**src/verilog/pfm_pkg.sv**
```systemverilog
// shared constants and types for the pulse frequency meter
`default_nettype none
package pfm_pkg;
  // register byte offsets
  localparam logic [7:0] OFS_CTRL    = 8'h00;
  localparam logic [7:0] OFS_AVG     = 8'h04;
  localparam logic [7:0] OFS_STATUS  = 8'h08;
  localparam logic [7:0] OFS_RESULT  = 8'h0c;
  localparam logic [7:0] OFS_RAW     = 8'h10;
  localparam logic [7:0] OFS_PCOUNT  = 8'h14;
  // field positions
  localparam int CTRL_CMD_BIT    = 0;
  localparam int CTRL_GATE_LSB   = 1;
  localparam int CTRL_MODE_LSB   = 4;
  localparam int STAT_RUN_BIT    = 4;
  // reset values and window size limits
  localparam logic [1:0] GATE_RST = 2'h0;
  localparam logic [2:0] MODE_RST = 3'h0;
  localparam logic [6:0] AVG_MIN  = 7'h01;
  localparam logic [6:0] AVG_MAX  = 7'h64;
  // timing
  localparam int CLK_PERIOD_NS = 4;
  localparam int GATE_10MS_NS  = 10_000_000;
  localparam int GATE_100MS_NS = 100_000_000;
  localparam int GATE_1S_NS    = 1_000_000_000;
  // per-gate scale to hertz
  localparam logic signed [31:0] SCALE_10MS  = 32'sh64;
  localparam logic signed [31:0] SCALE_100MS = 32'sh0a;
  localparam logic signed [31:0] SCALE_1S    = 32'sh01;
  // averaging arithmetic
  localparam int SUM_W = 40;
  // bus responses
  localparam logic [1:0] RESP_OKAY   = 2'h0;
  localparam logic [1:0] RESP_SLVERR = 2'h2;
  typedef enum logic [1:0] {
    GATE_10MS  = 2'b00,
    GATE_100MS = 2'b01,
    GATE_1S    = 2'b10
  } pfm_gate_t;
  typedef enum logic [2:0] {
    MODE_1P_X1  = 3'b000,
    MODE_1P_X2  = 3'b001,
    MODE_CW_CCW = 3'b010,
    MODE_2P_X1  = 3'b011,
    MODE_2P_X2  = 3'b100,
    MODE_2P_X4  = 3'b101
  } pfm_mode_t;
  typedef enum logic {
    MS_STOPPED = 1'b0,
    MS_RUNNING = 1'b1
  } pfm_meas_t;
  typedef enum logic {
    AV_IDLE   = 1'b0,
    AV_DIVIDE = 1'b1
  } pfm_avg_state_t;
endpackage
`default_nettype wire

```
**src/verilog/pfm_decoder.sv**
```systemverilog
// pin synchroniser and pulse-input multiplier
`default_nettype none
module pfm_decoder
  import pfm_pkg::*;
(
  // clock and reset
  input  wire logic       aclk,
  input  wire logic       aresetn,
  // pins and mode
  input  wire logic       phase_a,
  input  wire logic       phase_b,
  input  wire logic [2:0] mode,
  // count strobes
  output logic            cnt_up,
  output logic            cnt_dn
);
  logic [1:0] a_sync;
  logic [1:0] b_sync;
  logic       a_prev;
  logic       b_prev;
  wire a_rise = a_sync[1] & ~a_prev;
  wire a_fall = ~a_sync[1] & a_prev;
  wire b_rise = b_sync[1] & ~b_prev;
  wire b_fall = ~b_sync[1] & b_prev;
  wire b_lvl  = b_sync[1];
  wire a_lvl  = a_sync[1];
  // quadrature direction per edge: a leading b counts up
  wire q_a_up = (a_rise & ~b_lvl) | (a_fall & b_lvl);
  wire q_a_dn = (a_rise & b_lvl) | (a_fall & ~b_lvl);
  wire q_b_up = (b_rise & a_lvl) | (b_fall & ~a_lvl);
  wire q_b_dn = (b_rise & ~a_lvl) | (b_fall & a_lvl);
  logic next_up;
  logic next_dn;
  always_comb begin
    next_up = 1'b0;
    next_dn = 1'b0;
    case (pfm_mode_t'(mode))
      MODE_1P_X1:  begin next_up = a_rise & ~b_lvl; next_dn = a_rise & b_lvl; end
      MODE_1P_X2:  begin next_up = (a_rise | a_fall) & ~b_lvl; next_dn = (a_rise | a_fall) & b_lvl; end
      MODE_CW_CCW: begin next_up = a_rise & ~b_rise; next_dn = b_rise & ~a_rise; end
      MODE_2P_X1:  begin next_up = a_rise & ~b_lvl; next_dn = a_fall & ~b_lvl; end
      MODE_2P_X2:  begin next_up = q_a_up; next_dn = q_a_dn; end
      MODE_2P_X4:  begin next_up = q_a_up | q_b_up; next_dn = q_a_dn | q_b_dn; end
      default:     begin next_up = 1'b0; next_dn = 1'b0; end
    endcase
  end
  // stage 0 of each synchroniser feeds only stage 1
  always_ff @(posedge aclk) begin
    if (!aresetn) begin
      a_sync <= 2'h0;
      b_sync <= 2'h0;
      a_prev <= 1'b0;
      b_prev <= 1'b0;
      cnt_up <= 1'b0;
      cnt_dn <= 1'b0;
    end else begin
      a_sync <= {a_sync[0], phase_a};
      b_sync <= {b_sync[0], phase_b};
      a_prev <= a_sync[1];
      b_prev <= b_sync[1];
      cnt_up <= next_up;
      cnt_dn <= next_dn;
    end
  end
  a_no_both_dirs: assert property (@(posedge aclk) disable iff (!aresetn) !(cnt_up && cnt_dn))
    else $error("up and down strobes together");
endmodule
`default_nettype wire

```
**src/verilog/pfm_averager.sv**
```systemverilog
// sliding-window moving average with serial divider
`default_nettype none
module pfm_averager
  import pfm_pkg::*;
#(
  parameter int MAX_N = 100
) (
  // clock and reset
  input  wire logic               aclk,
  input  wire logic               aresetn,
  // control
  input  wire logic               clear,
  input  wire logic [6:0]         win_n,
  // samples
  input  wire logic               in_valid,
  input  wire logic signed [31:0] in_data,
  output logic                    out_valid,
  output logic signed [31:0]      out_data
);
  logic signed [31:0]      hist [MAX_N];
  logic [6:0]              ptr;
  logic [6:0]              fill;
  logic signed [SUM_W-1:0] sum;
  pfm_avg_state_t          state;
  logic [SUM_W-1:0]        dvd;
  logic [7:0]              rem;
  logic [5:0]              bits;
  logic                    neg;
  wire                      full      = (fill == win_n);
  wire signed [SUM_W-1:0]   old_s     = full ? SUM_W'(hist[ptr]) : '0;
  wire signed [SUM_W-1:0]   next_sum  = sum + SUM_W'(in_data) - old_s;
  wire [6:0]                next_fill = full ? fill : fill + 7'h01;
  wire [7:0]                rem_sh    = {rem[6:0], dvd[SUM_W-1]};
  wire                      fits      = (rem_sh >= {1'b0, win_n});
  wire [SUM_W-1:0]          next_q    = {dvd[SUM_W-2:0], fits};
  // history needs no reset: fill gates every read of stale words
  always_ff @(posedge aclk) begin
    if (in_valid && !clear) begin
      hist[ptr] <= in_data;
    end
  end
  always_ff @(posedge aclk) begin
    if (!aresetn || clear) begin
      ptr       <= 7'h00;
      fill      <= 7'h00;
      sum       <= '0;
      state     <= AV_IDLE;
      dvd       <= '0;
      rem       <= 8'h00;
      bits      <= 6'h00;
      neg       <= 1'b0;
      out_valid <= 1'b0;
      out_data  <= 32'sh0;
    end else begin
      out_valid <= 1'b0;
      if (in_valid) begin
        sum  <= next_sum;
        fill <= next_fill;
        ptr  <= (ptr == win_n - 7'h01) ? 7'h00 : ptr + 7'h01;
        if (next_fill == win_n) begin
          state <= AV_DIVIDE;
          neg   <= next_sum[SUM_W-1];
          dvd   <= next_sum[SUM_W-1] ? SUM_W'(-next_sum) : SUM_W'(next_sum);
          rem   <= 8'h00;
          bits  <= 6'(SUM_W);
        end
      end else begin
        case (state)
          AV_IDLE: begin
            state <= AV_IDLE;
          end
          AV_DIVIDE: begin
            rem  <= fits ? rem_sh - {1'b0, win_n} : rem_sh;
            dvd  <= next_q;
            bits <= bits - 6'h01;
            if (bits == 6'h01) begin
              state     <= AV_IDLE;
              out_valid <= 1'b1;
              out_data  <= neg ? -$signed(next_q[31:0]) : $signed(next_q[31:0]);
            end
          end
          default: state <= AV_IDLE;
        endcase
      end
    end
  end
  a_avg_only_full: assert property (@(posedge aclk) disable iff (!aresetn)
    out_valid |-> (fill == win_n))
    else $error("average reported before window filled");
  // a clear during the divide resets it, so the check is dropped
  a_avg_direct: assert property (@(posedge aclk) disable iff (!aresetn || clear)
    (in_valid && win_n == 7'h01 && state == AV_IDLE) |-> ##41 (out_valid && out_data == $past(in_data, 41)))
    else $error("window of one did not pass sample through");
endmodule
`default_nettype wire

```
**src/verilog/pfm_top.sv**
```systemverilog
// frequency measurement channel with axi4-lite registers
//
// Overview of operation
// - averaging window accepts 1 to 100 samples; one means raw samples pass through
// - average reported only once the window holds enough samples, then every sample
// - gate time selectable among 10 ms, 100 ms and 1 s
// - raw frequency equals gate pulse count divided by gate time in seconds
// - zero pulses in a gate gives a raw frequency of exactly zero
// - net downward counting gives a negative, signed frequency
// - unaveraged resolution is 1, 10 or 100 Hz by gate
// - pulses never dropped at gate edges, so fractions carry into later gates
// - multiplied pulse-input modes count every multiplied edge
// - raising the measure command starts measuring and sets the running status bit
// - while the command holds, each new report is written to the result register
// - dropping the command stops, clears running, zeroes internal value, no result write
// - a command seen while already running is ignored, measurement continues
// - pulses on phase a are counted while running; phase b edges only in cw/ccw and 2-phase x4 modes
`default_nettype none
module pfm_top
  import pfm_pkg::*;
#(
  parameter int GATE_10MS_CYCLES  = GATE_10MS_NS / CLK_PERIOD_NS,
  parameter int GATE_100MS_CYCLES = GATE_100MS_NS / CLK_PERIOD_NS,
  parameter int GATE_1S_CYCLES    = GATE_1S_NS / CLK_PERIOD_NS,
  parameter int MAX_N             = 100
) (
  // clock and reset
  input  wire logic        aclk,
  input  wire logic        aresetn,
  // axi4-lite write address
  input  wire logic [7:0]  s_axi_awaddr,
  input  wire logic        s_axi_awvalid,
  output logic             s_axi_awready,
  // axi4-lite write data
  input  wire logic [31:0] s_axi_wdata,
  input  wire logic [3:0]  s_axi_wstrb,
  input  wire logic        s_axi_wvalid,
  output logic             s_axi_wready,
  // axi4-lite write response
  output logic [1:0]       s_axi_bresp,
  output logic             s_axi_bvalid,
  input  wire logic        s_axi_bready,
  // axi4-lite read address
  input  wire logic [7:0]  s_axi_araddr,
  input  wire logic        s_axi_arvalid,
  output logic             s_axi_arready,
  // axi4-lite read data
  output logic [31:0]      s_axi_rdata,
  output logic [1:0]       s_axi_rresp,
  output logic             s_axi_rvalid,
  input  wire logic        s_axi_rready,
  // pulse pins
  input  wire logic        phase_a,
  input  wire logic        phase_b,
  // measurement result
  output logic [31:0]      freq_value,
  output logic             freq_update,
  output logic             meas_running
);
  // clamp a written window size into the legal range
  function automatic logic [6:0] clamp_avg(input logic [7:0] v);
    if (v < {1'b0, AVG_MIN}) begin
      return AVG_MIN;
    end else if (v > {1'b0, AVG_MAX}) begin
      return AVG_MAX;
    end
    return v[6:0];
  endfunction

  // cycles per gate for a gate code; undefined code falls to 1 s
  function automatic logic [31:0] gate_cycles(input logic [1:0] g);
    case (pfm_gate_t'(g))
      GATE_10MS:  return 32'(GATE_10MS_CYCLES);
      GATE_100MS: return 32'(GATE_100MS_CYCLES);
      default:    return 32'(GATE_1S_CYCLES);
    endcase
  endfunction

  // software-visible control
  logic        freq_measure_command;
  logic [1:0]  gate_sel;
  logic [2:0]  pulse_mode;
  logic [6:0]  avg_n;
  // values latched at start so rewrites cannot disturb a running measurement
  logic [1:0]  gate_l;
  logic [2:0]  mode_l;
  logic [6:0]  avg_l;
  // measurement datapath
  pfm_meas_t          meas_state;
  logic [31:0]        gate_cnt;
  logic signed [31:0] pcount;
  logic signed [31:0] raw_count;
  logic signed [31:0] raw_freq;
  logic               raw_valid;
  logic               cnt_up;
  logic               cnt_dn;
  logic               avg_valid;
  logic signed [31:0] avg_data;
  // bus holding registers
  logic        aw_full;
  logic        w_full;
  logic [7:0]  aw_addr;
  logic [31:0] w_data;
  logic [3:0]  w_strb;

  // measurement sequencing
  wire meas_start = freq_measure_command && (meas_state == MS_STOPPED);
  wire meas_stop  = !freq_measure_command && (meas_state == MS_RUNNING);
  wire running    = (meas_state == MS_RUNNING);
  wire [31:0] gate_len  = gate_cycles(gate_l);
  wire        gate_end  = running && (gate_cnt == gate_len - 32'h1);
  wire signed [31:0] delta = cnt_up ? 32'sh1 : (cnt_dn ? -32'sh1 : 32'sh0);
  wire signed [31:0] pcount_sum = pcount + delta;
  wire signed [31:0] scale = (pfm_gate_t'(gate_l) == GATE_10MS) ? SCALE_10MS :
                             (pfm_gate_t'(gate_l) == GATE_100MS) ? SCALE_100MS : SCALE_1S;
  wire signed [63:0] raw_prod = pcount_sum * scale;
  wire [31:0] status_word = 32'(running) << STAT_RUN_BIT;

  // register access decode
  wire wr_fire   = aw_full && w_full && !s_axi_bvalid;
  wire wr_ctrl   = wr_fire && (aw_addr == OFS_CTRL) && w_strb[0];
  wire wr_avg    = wr_fire && (aw_addr == OFS_AVG) && w_strb[0];
  wire wr_mapped = (aw_addr == OFS_CTRL) || (aw_addr == OFS_AVG) || (aw_addr == OFS_STATUS) ||
                   (aw_addr == OFS_RESULT) || (aw_addr == OFS_RAW) || (aw_addr == OFS_PCOUNT);
  wire rd_fire   = s_axi_arvalid && s_axi_arready;
  wire [31:0] ctrl_word = (32'(freq_measure_command) << CTRL_CMD_BIT) |
                          (32'(gate_sel) << CTRL_GATE_LSB) | (32'(pulse_mode) << CTRL_MODE_LSB);
  logic [31:0] rd_word;
  logic        rd_ok;
  always_comb begin
    rd_word = 32'h0;
    rd_ok   = 1'b1;
    case (s_axi_araddr)
      OFS_CTRL:   rd_word = ctrl_word;
      OFS_AVG:    rd_word = 32'(avg_n);
      OFS_STATUS: rd_word = status_word;
      OFS_RESULT: rd_word = freq_value;
      OFS_RAW:    rd_word = raw_freq;
      OFS_PCOUNT: rd_word = pcount;
      default: begin
        rd_word = 32'h0;
        rd_ok   = 1'b0;
      end
    endcase
  end

  pfm_decoder u_decoder (
    .aclk    (aclk),
    .aresetn (aresetn),
    .phase_a (phase_a),
    .phase_b (phase_b),
    .mode    (mode_l),
    .cnt_up  (cnt_up),
    .cnt_dn  (cnt_dn)
  );

  pfm_averager #(
    .MAX_N (MAX_N)
  ) u_averager (
    .aclk      (aclk),
    .aresetn   (aresetn),
    .clear     (meas_start || meas_stop),
    .win_n     (avg_l),
    .in_valid  (raw_valid),
    .in_data   (raw_freq),
    .out_valid (avg_valid),
    .out_data  (avg_data)
  );

  // write channels: address and data may come in either order
  always_ff @(posedge aclk) begin
    if (!aresetn) begin
      s_axi_awready <= 1'b0;
      s_axi_wready  <= 1'b0;
      s_axi_bvalid  <= 1'b0;
      s_axi_bresp   <= RESP_OKAY;
      aw_full       <= 1'b0;
      w_full        <= 1'b0;
      aw_addr       <= 8'h00;
      w_data        <= 32'h0;
      w_strb        <= 4'h0;
    end else begin
      s_axi_awready <= !s_axi_awready && s_axi_awvalid && !aw_full && !s_axi_bvalid;
      s_axi_wready  <= !s_axi_wready && s_axi_wvalid && !w_full && !s_axi_bvalid;
      if (s_axi_awvalid && s_axi_awready) begin
        aw_full <= 1'b1;
        aw_addr <= {s_axi_awaddr[7:2], 2'b00};
      end
      if (s_axi_wvalid && s_axi_wready) begin
        w_full <= 1'b1;
        w_data <= s_axi_wdata;
        w_strb <= s_axi_wstrb;
      end
      if (wr_fire) begin
        aw_full      <= 1'b0;
        w_full       <= 1'b0;
        s_axi_bvalid <= 1'b1;
        s_axi_bresp  <= wr_mapped ? RESP_OKAY : RESP_SLVERR;
      end else if (s_axi_bready) begin
        s_axi_bvalid <= 1'b0;
      end
    end
  end

  // read channel: one read in flight, answer the cycle after acceptance
  always_ff @(posedge aclk) begin
    if (!aresetn) begin
      s_axi_arready <= 1'b0;
      s_axi_rvalid  <= 1'b0;
      s_axi_rdata   <= 32'h0;
      s_axi_rresp   <= RESP_OKAY;
    end else begin
      s_axi_arready <= !s_axi_arready && s_axi_arvalid && !s_axi_rvalid;
      if (rd_fire) begin
        s_axi_rvalid <= 1'b1;
        s_axi_rdata  <= rd_word;
        s_axi_rresp  <= rd_ok ? RESP_OKAY : RESP_SLVERR;
      end else if (s_axi_rready) begin
        s_axi_rvalid <= 1'b0;
      end
    end
  end

  // writable control fields; out-of-range window sizes are clamped
  always_ff @(posedge aclk) begin
    if (!aresetn) begin
      freq_measure_command <= 1'b0;
      gate_sel             <= GATE_RST;
      pulse_mode           <= MODE_RST;
      avg_n                <= AVG_MIN;
    end else begin
      if (wr_ctrl) begin
        freq_measure_command <= w_data[CTRL_CMD_BIT];
        gate_sel             <= w_data[CTRL_GATE_LSB +: 2];
        pulse_mode           <= w_data[CTRL_MODE_LSB +: 3];
      end
      if (wr_avg) begin
        avg_n <= clamp_avg(w_data[7:0]);
      end
    end
  end

  // measurement state and gate timing
  always_ff @(posedge aclk) begin
    if (!aresetn) begin
      meas_state <= MS_STOPPED;
      gate_l     <= GATE_RST;
      mode_l     <= MODE_RST;
      avg_l      <= AVG_MIN;
      gate_cnt   <= 32'h0;
    end else begin
      if (meas_start) begin
        meas_state <= MS_RUNNING;
        gate_l     <= gate_sel;
        mode_l     <= pulse_mode;
        avg_l      <= avg_n;
        gate_cnt   <= 32'h0;
      end else if (meas_stop) begin
        meas_state <= MS_STOPPED;
        gate_cnt   <= 32'h0;
      end else if (running) begin
        gate_cnt <= gate_end ? 32'h0 : gate_cnt + 32'h1;
      end
    end
  end

  // pulse counting and raw samples
  always_ff @(posedge aclk) begin
    if (!aresetn) begin
      pcount    <= 32'sh0;
      raw_count <= 32'sh0;
      raw_freq  <= 32'sh0;
      raw_valid <= 1'b0;
    end else begin
      raw_valid <= 1'b0;
      if (meas_start || meas_stop) begin
        pcount    <= 32'sh0;
        raw_count <= 32'sh0;
        raw_freq  <= 32'sh0;
      end else if (gate_end) begin
        // the strobe in the closing cycle joins this gate, so none are lost
        pcount    <= 32'sh0;
        raw_count <= pcount_sum;
        raw_freq  <= raw_prod[31:0];
        raw_valid <= 1'b1;
      end else if (running) begin
        pcount <= pcount_sum;
      end
    end
  end

  // destination register and outputs
  always_ff @(posedge aclk) begin
    if (!aresetn) begin
      freq_value   <= 32'h0;
      freq_update  <= 1'b0;
      meas_running <= 1'b0;
    end else begin
      meas_running <= meas_start || (running && !meas_stop);
      freq_update  <= avg_valid && running && !meas_stop;
      if (avg_valid && running && !meas_stop) begin
        freq_value <= avg_data;
      end
    end
  end

  a_start_runs: assert property (@(posedge aclk) disable iff (!aresetn)
    meas_start |=> (running && meas_running && status_word[STAT_RUN_BIT]))
    else $error("start did not set running");
  a_stop_clears: assert property (@(posedge aclk) disable iff (!aresetn)
    meas_stop |=> (!running && !meas_running && raw_freq == 32'sh0 && pcount == 32'sh0))
    else $error("stop did not clear running and value");
  a_stop_no_write: assert property (@(posedge aclk) disable iff (!aresetn)
    meas_stop |=> (!freq_update && $stable(freq_value)) ##1 (!freq_update && $stable(freq_value)))
    else $error("result written after stop");
  a_restart_ignored: assert property (@(posedge aclk) disable iff (!aresetn)
    (running && freq_measure_command) |=> (running && $stable(gate_l) && $stable(avg_l)))
    else $error("running measurement disturbed by command");
  a_gate_sample: assert property (@(posedge aclk) disable iff (!aresetn)
    (gate_end && !meas_stop) |=> (raw_valid && raw_count == $past(pcount_sum)))
    else $error("gate end did not latch sample");
  a_zero_pulses: assert property (@(posedge aclk) disable iff (!aresetn)
    (raw_valid && raw_count == 32'sh0) |-> (raw_freq == 32'sh0))
    else $error("zero count gave nonzero frequency");
  a_neg_freq: assert property (@(posedge aclk) disable iff (!aresetn)
    (raw_valid && raw_count < 32'sh0) |-> (raw_freq < 32'sh0))
    else $error("downward count not negative");
  a_scale_gate: assert property (@(posedge aclk) disable iff (!aresetn)
    raw_valid |-> (raw_freq == 32'(raw_count * $past(scale))))
    else $error("raw frequency scale wrong");
  a_report_write: assert property (@(posedge aclk) disable iff (!aresetn)
    (avg_valid && running && !meas_stop) |=> (freq_update && freq_value == $past(avg_data)))
    else $error("report not written to result");
  a_status_bit: assert property (@(posedge aclk) disable iff (!aresetn)
    meas_running == $past(status_word[STAT_RUN_BIT]) || $past(meas_start) || $past(meas_stop))
    else $error("status bit and running output disagree");
endmodule
`default_nettype wire

```
**config.mk**
```make
export PLATFORM = sky130hd
export DESIGN_NAME = pfm_top
export DESIGN_NICKNAME = d
export VERILOG_FILES = /design/src/verilog/pfm_pkg.sv /design/src/verilog/pfm_decoder.sv /design/src/verilog/pfm_averager.sv /design/src/verilog/pfm_top.sv
export SDC_FILE = /design/constraint.sdc
export NUM_CORES = 2
export LEC_CHECK = 0
export ABC_AREA = 1
export BUFFER_PORTS_ARGS = -buffer_cell sky130_fd_sc_hd__buf_2
export CAP_MARGIN = 20
export CORE_MARGIN = 3
export CORE_UTILIZATION = 30
export CTS_BUF_LIST = sky130_fd_sc_hd__clkbuf_8
export DETAILED_ROUTE_END_ITERATION = 8
export GPL_ROUTABILITY_DRIVEN = 1
export HOLD_SLACK_MARGIN = 0.03
export PLACE_DENSITY = 0.45
export SLEW_MARGIN = 40
export SYNTH_ARGS = -nofsm -noshare
export SYNTH_HDL_FRONTEND = slang
export SYNTH_SLANG_ARGS = --single-unit
```
**constraint.sdc**
```tcl
create_clock -name aclk -period 6.9 [get_ports aclk]
set_clock_uncertainty 0.1 [all_clocks]
set_input_delay 1.035 -clock aclk [delete_from_list [all_inputs] [get_ports aclk]]
set_output_delay 1.035 -clock aclk [all_outputs]
set_load 0.01 [all_outputs]
```
-- Word-level counts from Yosys, hierarchy flattened
Memories as Yosys holds them, arrays and structs flattened. A register that Yosys moved wholly into a read port is not among the register bits.
Index checks and enable logic that the tools add are counted.
- word-level logic and storage cells: 229
- memories kept: 1
- register bits after elaboration: 365
- output and inout bits: 75
- input port bits: 61
- bits in writable memories: 3200
- memories (memory ; words ; bits a word ; rd ports ; clocked after memory_dff ; wr ports ; line ; RTL):
    u_averager.hist ; 100 ; 32 ; 1 ; 1 ; 1 ; pfm_averager.sv:20 ; logic signed [31:0] hist [MAX_N];
- magnitude comparators: 3
- equality and inequality tests: 22
- $mul: 1
- $add $sub $neg: 12
- reductions and logical operators: 61
- bitwise logic cells: 35
- mux-type cells: 50
- operators with widths (cell ; count):
    40-bit two-way mux ; 5
    32-bit one-hot mux with 6 select lines ; 1
    32-bit two-way mux ; 4
    7-bit two-way mux ; 12
    28-bit one-hot mux with 2 select lines ; 1
    40-bit by 32-bit adder with 40-bit output ; 1
    40-bit negation ; 1
    40-bit subtractor ; 1
    32-bit by 1-bit adder with 32-bit output (second input constant) ; 1
    32-bit adder ; 1
    32-bit == test ; 1
    32-bit by 8-bit multiplier with 32-bit output ; 1
    32-bit negation ; 1
    28-bit by 1-bit subtractor with 29-bit output (second input constant) ; 1
    1-bit logical AND ; 24
    7-bit == test ; 3
    1-bit two-way mux ; 18
    6-bit two-way mux ; 3
    1-bit bitwise AND ; 16
    8-bit by 4-bit == test with 1-bit output (second input constant) ; 2
    8-bit by 5-bit == test with 1-bit output (second input constant) ; 2
    8-bit zero test ; 2
    7-bit by 1-bit adder with 7-bit output (second input constant) ; 2
    6-bit by 1-bit == test with 1-bit output (second input constant) ; 2
    other kinds (33) ; 78

-- Longest topological paths before layout
- word-level depth: 7
- gate-level depth with buffers: 42
- gate-level depth less buffers: 39

-- Modules after synthesis
Synthesis repeated with hierarchy kept, for this count alone.
- cell total of the unflattened synthesis: 13818
- area, all modules: 154579.5 sq um
- modules (own cells, without submodules) (module ; sequential area each (sq um) ; times used ; cells each ; area an instance (sq um)):
    pfm_averager ; 99075.0 ; 1 ; 11485 ; 138006.1
    pfm_top ; 4264.1 ; 1 ; 2254 ; 16064.2
    pfm_decoder ; 160.2 ; 1 ; 79 ; 509.2

-- Least setup slack after synthesis
OpenSTA, ideal clock, no wires.
- path type: register to register
- from: reg u_decoder.cnt_up
- to: reg raw_freq[29]
- arrival: 5665 ps
- stages on the path, launching flop included: 35
- data required time: 6663 ps
- setup time: 137 ps
- setup slack: 999 ps
- period minus slack after synthesis: 5901 ps
- buffers on the path: 1
- path through: dfxtp_1 -> inv_2 -> buf_4 -> nand2_1 -> ha_1 -> ha_1 -> inv_1 -> nand2_1 -> nand2_1 -> nor2_1 -> or2_2 -> nand4_1 -> nand2_1 -> xor2_1 -> inv_1 -> nor2_1 -> ha_1 -> fa_1 -> fa_1 -> inv_1 -> fa_1 -> inv_1 -> ha_1 -> nand2_1 -> nor2_1 -> nand3_1 -> nand4_1 -> a21boi_0 -> o21ai_0 -> a21oi_1 -> o21bai_1 -> nand2_1 -> nand2_1 -> xor2_1 -> o22ai_1
- word-level cells in the longest chain between the ends: 3
- ends and longest elaborated chain (what ; line ; RTL):
    start: declaration ; pfm_decoder.sv:14 ; output logic cnt_up,
    start signal: assignment ; pfm_decoder.sv:61 ; cnt_up <= next_up;
    32-bit two-way mux ; pfm_top.sv:112 ; wire signed [31:0] delta = cnt_up ? 32'sh1 : (cnt_dn ? -32'sh1 : 32'sh0);
    32-bit adder ; pfm_top.sv:113 ; wire signed [31:0] pcount_sum = pcount + delta;
    32-bit by 8-bit multiplier with 32-bit output ; pfm_top.sv:116 ; wire signed [63:0] raw_prod = pcount_sum * scale;
    end signal: assignment ; pfm_top.sv:284 ; raw_freq <= raw_prod[31:0];
    end: declaration ; pfm_top.sv:93 ; logic signed [31:0] raw_freq;
No other way between the ends.
A chain may end at the register's enable or synchronous reset.

==> impl_metrics.tcl <==
set metrics [dict create \
    drc 0 \
    path_class "flop to flop" \
    post_drt_via_cell_ratio 5.08 \
    cts.htree.levels 6 \
    drtIter0Drc 10200 \
    crit_path_end_kind "flop" \
    cap_violations 0 \
    synth_flop_cell "edfxtp_1" \
    rrSetupSlack_ns 0.29 \
    wl_um 544000 \
    ioPinCount 136 \
    globalplace.congestion 0.891 \
    synth_area_leader_cell "edfxtp_1" \
    die_area_um2 521000 \
    grtUsageTotal_pct 20.2 \
    hp-class "primary input to flop" \
    timing.hold.ws_ns 0.180 \
    yosys-top-cells-count "edfxtp_1 (3200), nor2_1 (2493), o21ai_0 (2273)" \
    clock_sinks 3570 \
    dp.cells 20500 \
    finalSetupViolCount 0 \
    hp-start "s_axi_araddr[5]" \
    seq_area_frac_synth_pct 67.3 \
    async_flop_share_pct 0 \
    root_buffer "clkbuf_8" \
    synth_cell_types 66 \
    worst_slew_pin_slew_ns 0.942 \
    grt_max_degree 119 \
    die_x_um 722 \
    timing.fmax_mhz 151 \
    crit_path_frequent_cell "nand2_1" \
    critPathLaunchType "flop" \
    hold_violations 0 \
    fill_cells 50800 \
    use_met2_pct 32.9 \
    slew_headroom_pct 36.5 \
    first_global_vias 107000 \
    synth.most_common_cell "edfxtp_1" \
    coreArea_um2 510000 \
    peakVddDrop_mv 0.190 \
    crit_slowest_cell "dfxtp_4" \
    synth_edf_count 3200 \
    arrival_ns 7.63 \
    final_area_um2 181000 \
    cellPowerDensity_nw_per_um2 231 \
    grtUsageMet1_pct 27.9 \
    min_path_cells 5 \
    cp.required_ns 7.92 \
    rr_worst_depth 33 \
    ant_nets 0 \
    path_clk_slew_ns 0.07 \
    slowest_delay_ns 0.70 \
    dp_hpwl_um 332000 \
    ys_seq_elements 3570 \
    final-max-slew-violation-count 0 \
    path_max_fanout 32 \
    grt_pass1_wl_um 776000 \
    start_util_pct 30.1 \
    cts_max_path_buffers 4 \
    num_vias 110000 \
    outcome "finished, final reports clean" \
    use_met3_pct 3.08 \
    top_usage_layer "met2" \
    synth_area_um2 154000 \
    grt_antenna_before_repair 36 \
    synth.area.top_cells "edfxtp_1 (63%), o21ai_0 (7.4%), nor2_1 (6.1%), dfxtp_1 (4.8%), o22ai_1 (3.7%)" \
    io_buffers 104 \
    avgSynthCellArea_um2 11.3 \
    drive_above_1_share_pct 14.4 \
    dp_slack_ns 0.0999 \
    p_leak_nw 57.7 \
    num_rows 262 \
    reg2reg_to "u_averager.dvd[37]" \
    fin_ws_ns 0.289 \
    nets 14800 \
    syn_to_final_growth_pct 17.8 \
    finalCritPeriodShare_pct 95.8 \
    stdcell_count 21700 \
    placed_cell_area_um2 169000 \
    hold_path_end "s_axi_rresp[1]" \
    dr.pass1.iters 6 \
    period_needed_ns 6.61 \
    synth_top_area_share_pct 62.5 \
    ys.warnings.count 0 \
    rsz0062_at_grt "yes" \
    numCtsBuffers 618 \
    die_y_um 722 \
    routedWlPerCell_um 25.1 \
    insertion_delay_ns 1.26 \
    cts_tree "done" \
    syn_inst 13600 \
    grt_remaining_overflow 0 \
]
==> sequential cells by signal, indices dropped and copies added, names as in the netlist, 3 cells and up, named ones only <==
signal	cells
u_averager.fill	7
u_averager.hist	3200
pulse_mode	3
s_axi_rdata	32
u_averager.out_data	32
u_averager.dvd	40
avg_l	7
u_averager.rem	7
aw_addr	6
w_data	8
mode_l	3
u_averager.ptr	7
gate_cnt	32
raw_freq	32
avg_n	7
freq_value	32
u_averager.sum	40
u_averager.bits	6
pcount	32
==> metal layers <==
layer  vias to the layer above  wire length (µm)  part of all wire, %
met5                         -                34               0.0063
met4                         6             15800                  2.9
met3                       745             32600                  6.0
met2                      3177            252000                   46
met1                     55500            243000                   45
li1                      50600                 -                    -
==> placed cells by master, fill, tap and decap left out, types with 104 or more instances in the layout <==
| cell type | n |
|---|---|
| edfxtp_1 | 3200 |
| nor2_1 | 2390 |
| o21ai_0 | 2267 |
| inv_1 | 1082 |
| o22ai_1 | 898 |
| nand2_1 | 898 |
| buf_4 | 814 |
| clkbuf_8 | 643 |
| a21oi_1 | 386 |
| dfxtp_1 | 329 |
| nand3_1 | 263 |
| ha_1 | 154 |
| fa_1 | 145 |
| clkinv_1 | 128 |
| buf_12 | 109 |
| buf_2 | 104 |
==> what timing repair did <==
action | 4_1_cts | 5_1_grt
buffers inserted | 0 | 5
hold buffers | 25 | 0
endpoints found under the setup margin | 0 | 44
gates resized for setup | 0 | 56
hold endpoints to repair | 24 | 0
==> cells by family after synthesis <==
group / Yosys count / share of synthesized area (%)
and+or+nand+nor: 3916 / 10.2
buffers and inverters: 1750 / 4.42
adders and majority gates: 299 / 3.14
DFF: 3570 / 67.3
xor gates and xnor gates: 120 / 0.689
other: 1 / 0.00244
muxes: 1 / 0.00733
AOI/OAI and AO/OA: 3907 / 14.1
==> report_power, final <==
group / internal (mW) / switching (mW) / total (mW)
registers: 23.2 / 0.0128 / 23.2
logic: 0.170 / 0.294 / 0.464
clock network: 9.13 / 9.02 / 18.1
total: 32.5 / 9.33 / 41.8
==> critical path, delay by kind of cell (launching register included) <==
kind | cells | cell delay (ns)
AO/OA/AOI/OAI | 9 | 1.96
adder cells (fa/ha/maj) | 2 | 0.79
AND/OR/NAND/NOR | 11 | 1.23
buffers and inverters | 11 | 1.58
flip-flops | 1 | 0.70
==> final cells by class <==
class / instances / area [µm²] / area share (%)
diodes: 16 / 40.0 / 0.0221
clock buffers: 643 / 8850 / 4.89
clock inverters: 447 / 2350 / 1.30
inverters: 901 / 3430 / 1.89
multi-input cells: 8245 / 44300 / 24.5
flip-flops and latches: 3570 / 104000 / 57.2
well taps: 6732 / 8420 / 4.65
repair buffers: 1100 / 9990 / 5.52
==> worst max path at each step <==
stage | start | end | slack (ns) | cells after the start
floorplan | u_decoder.cnt_up | raw_freq[29] | 1.0 | 34
global placement | flop | u_averager.dvd[17] | 0.10 | 33
detailed placement | flop | u_averager.dvd[17] | 0.1 | 33
CTS | flop | u_averager.dvd[17] | 0.09 | 33
global route | u_decoder.cnt_dn | raw_freq[30] | -0.03 | 37
finish | flop | u_averager.dvd[37] | 0.29 | 33
==> per-stage QoR <==
step / setup TNS (ns) / util, % / total power, mW
2_1_floorplan: 0 / - / 23.9
3_3_place_gp: 0 / 33.0 / 24.1
3_5_place_dp: 0 / 33.2 / 24.1
4_1_cts: 0 / 35.4 / 42.3
5_1_grt: -0.0607 / 35.5 / 43.4
6_report: 0 / 35.5 / 41.8
Power figures use the tool's default switching activity.
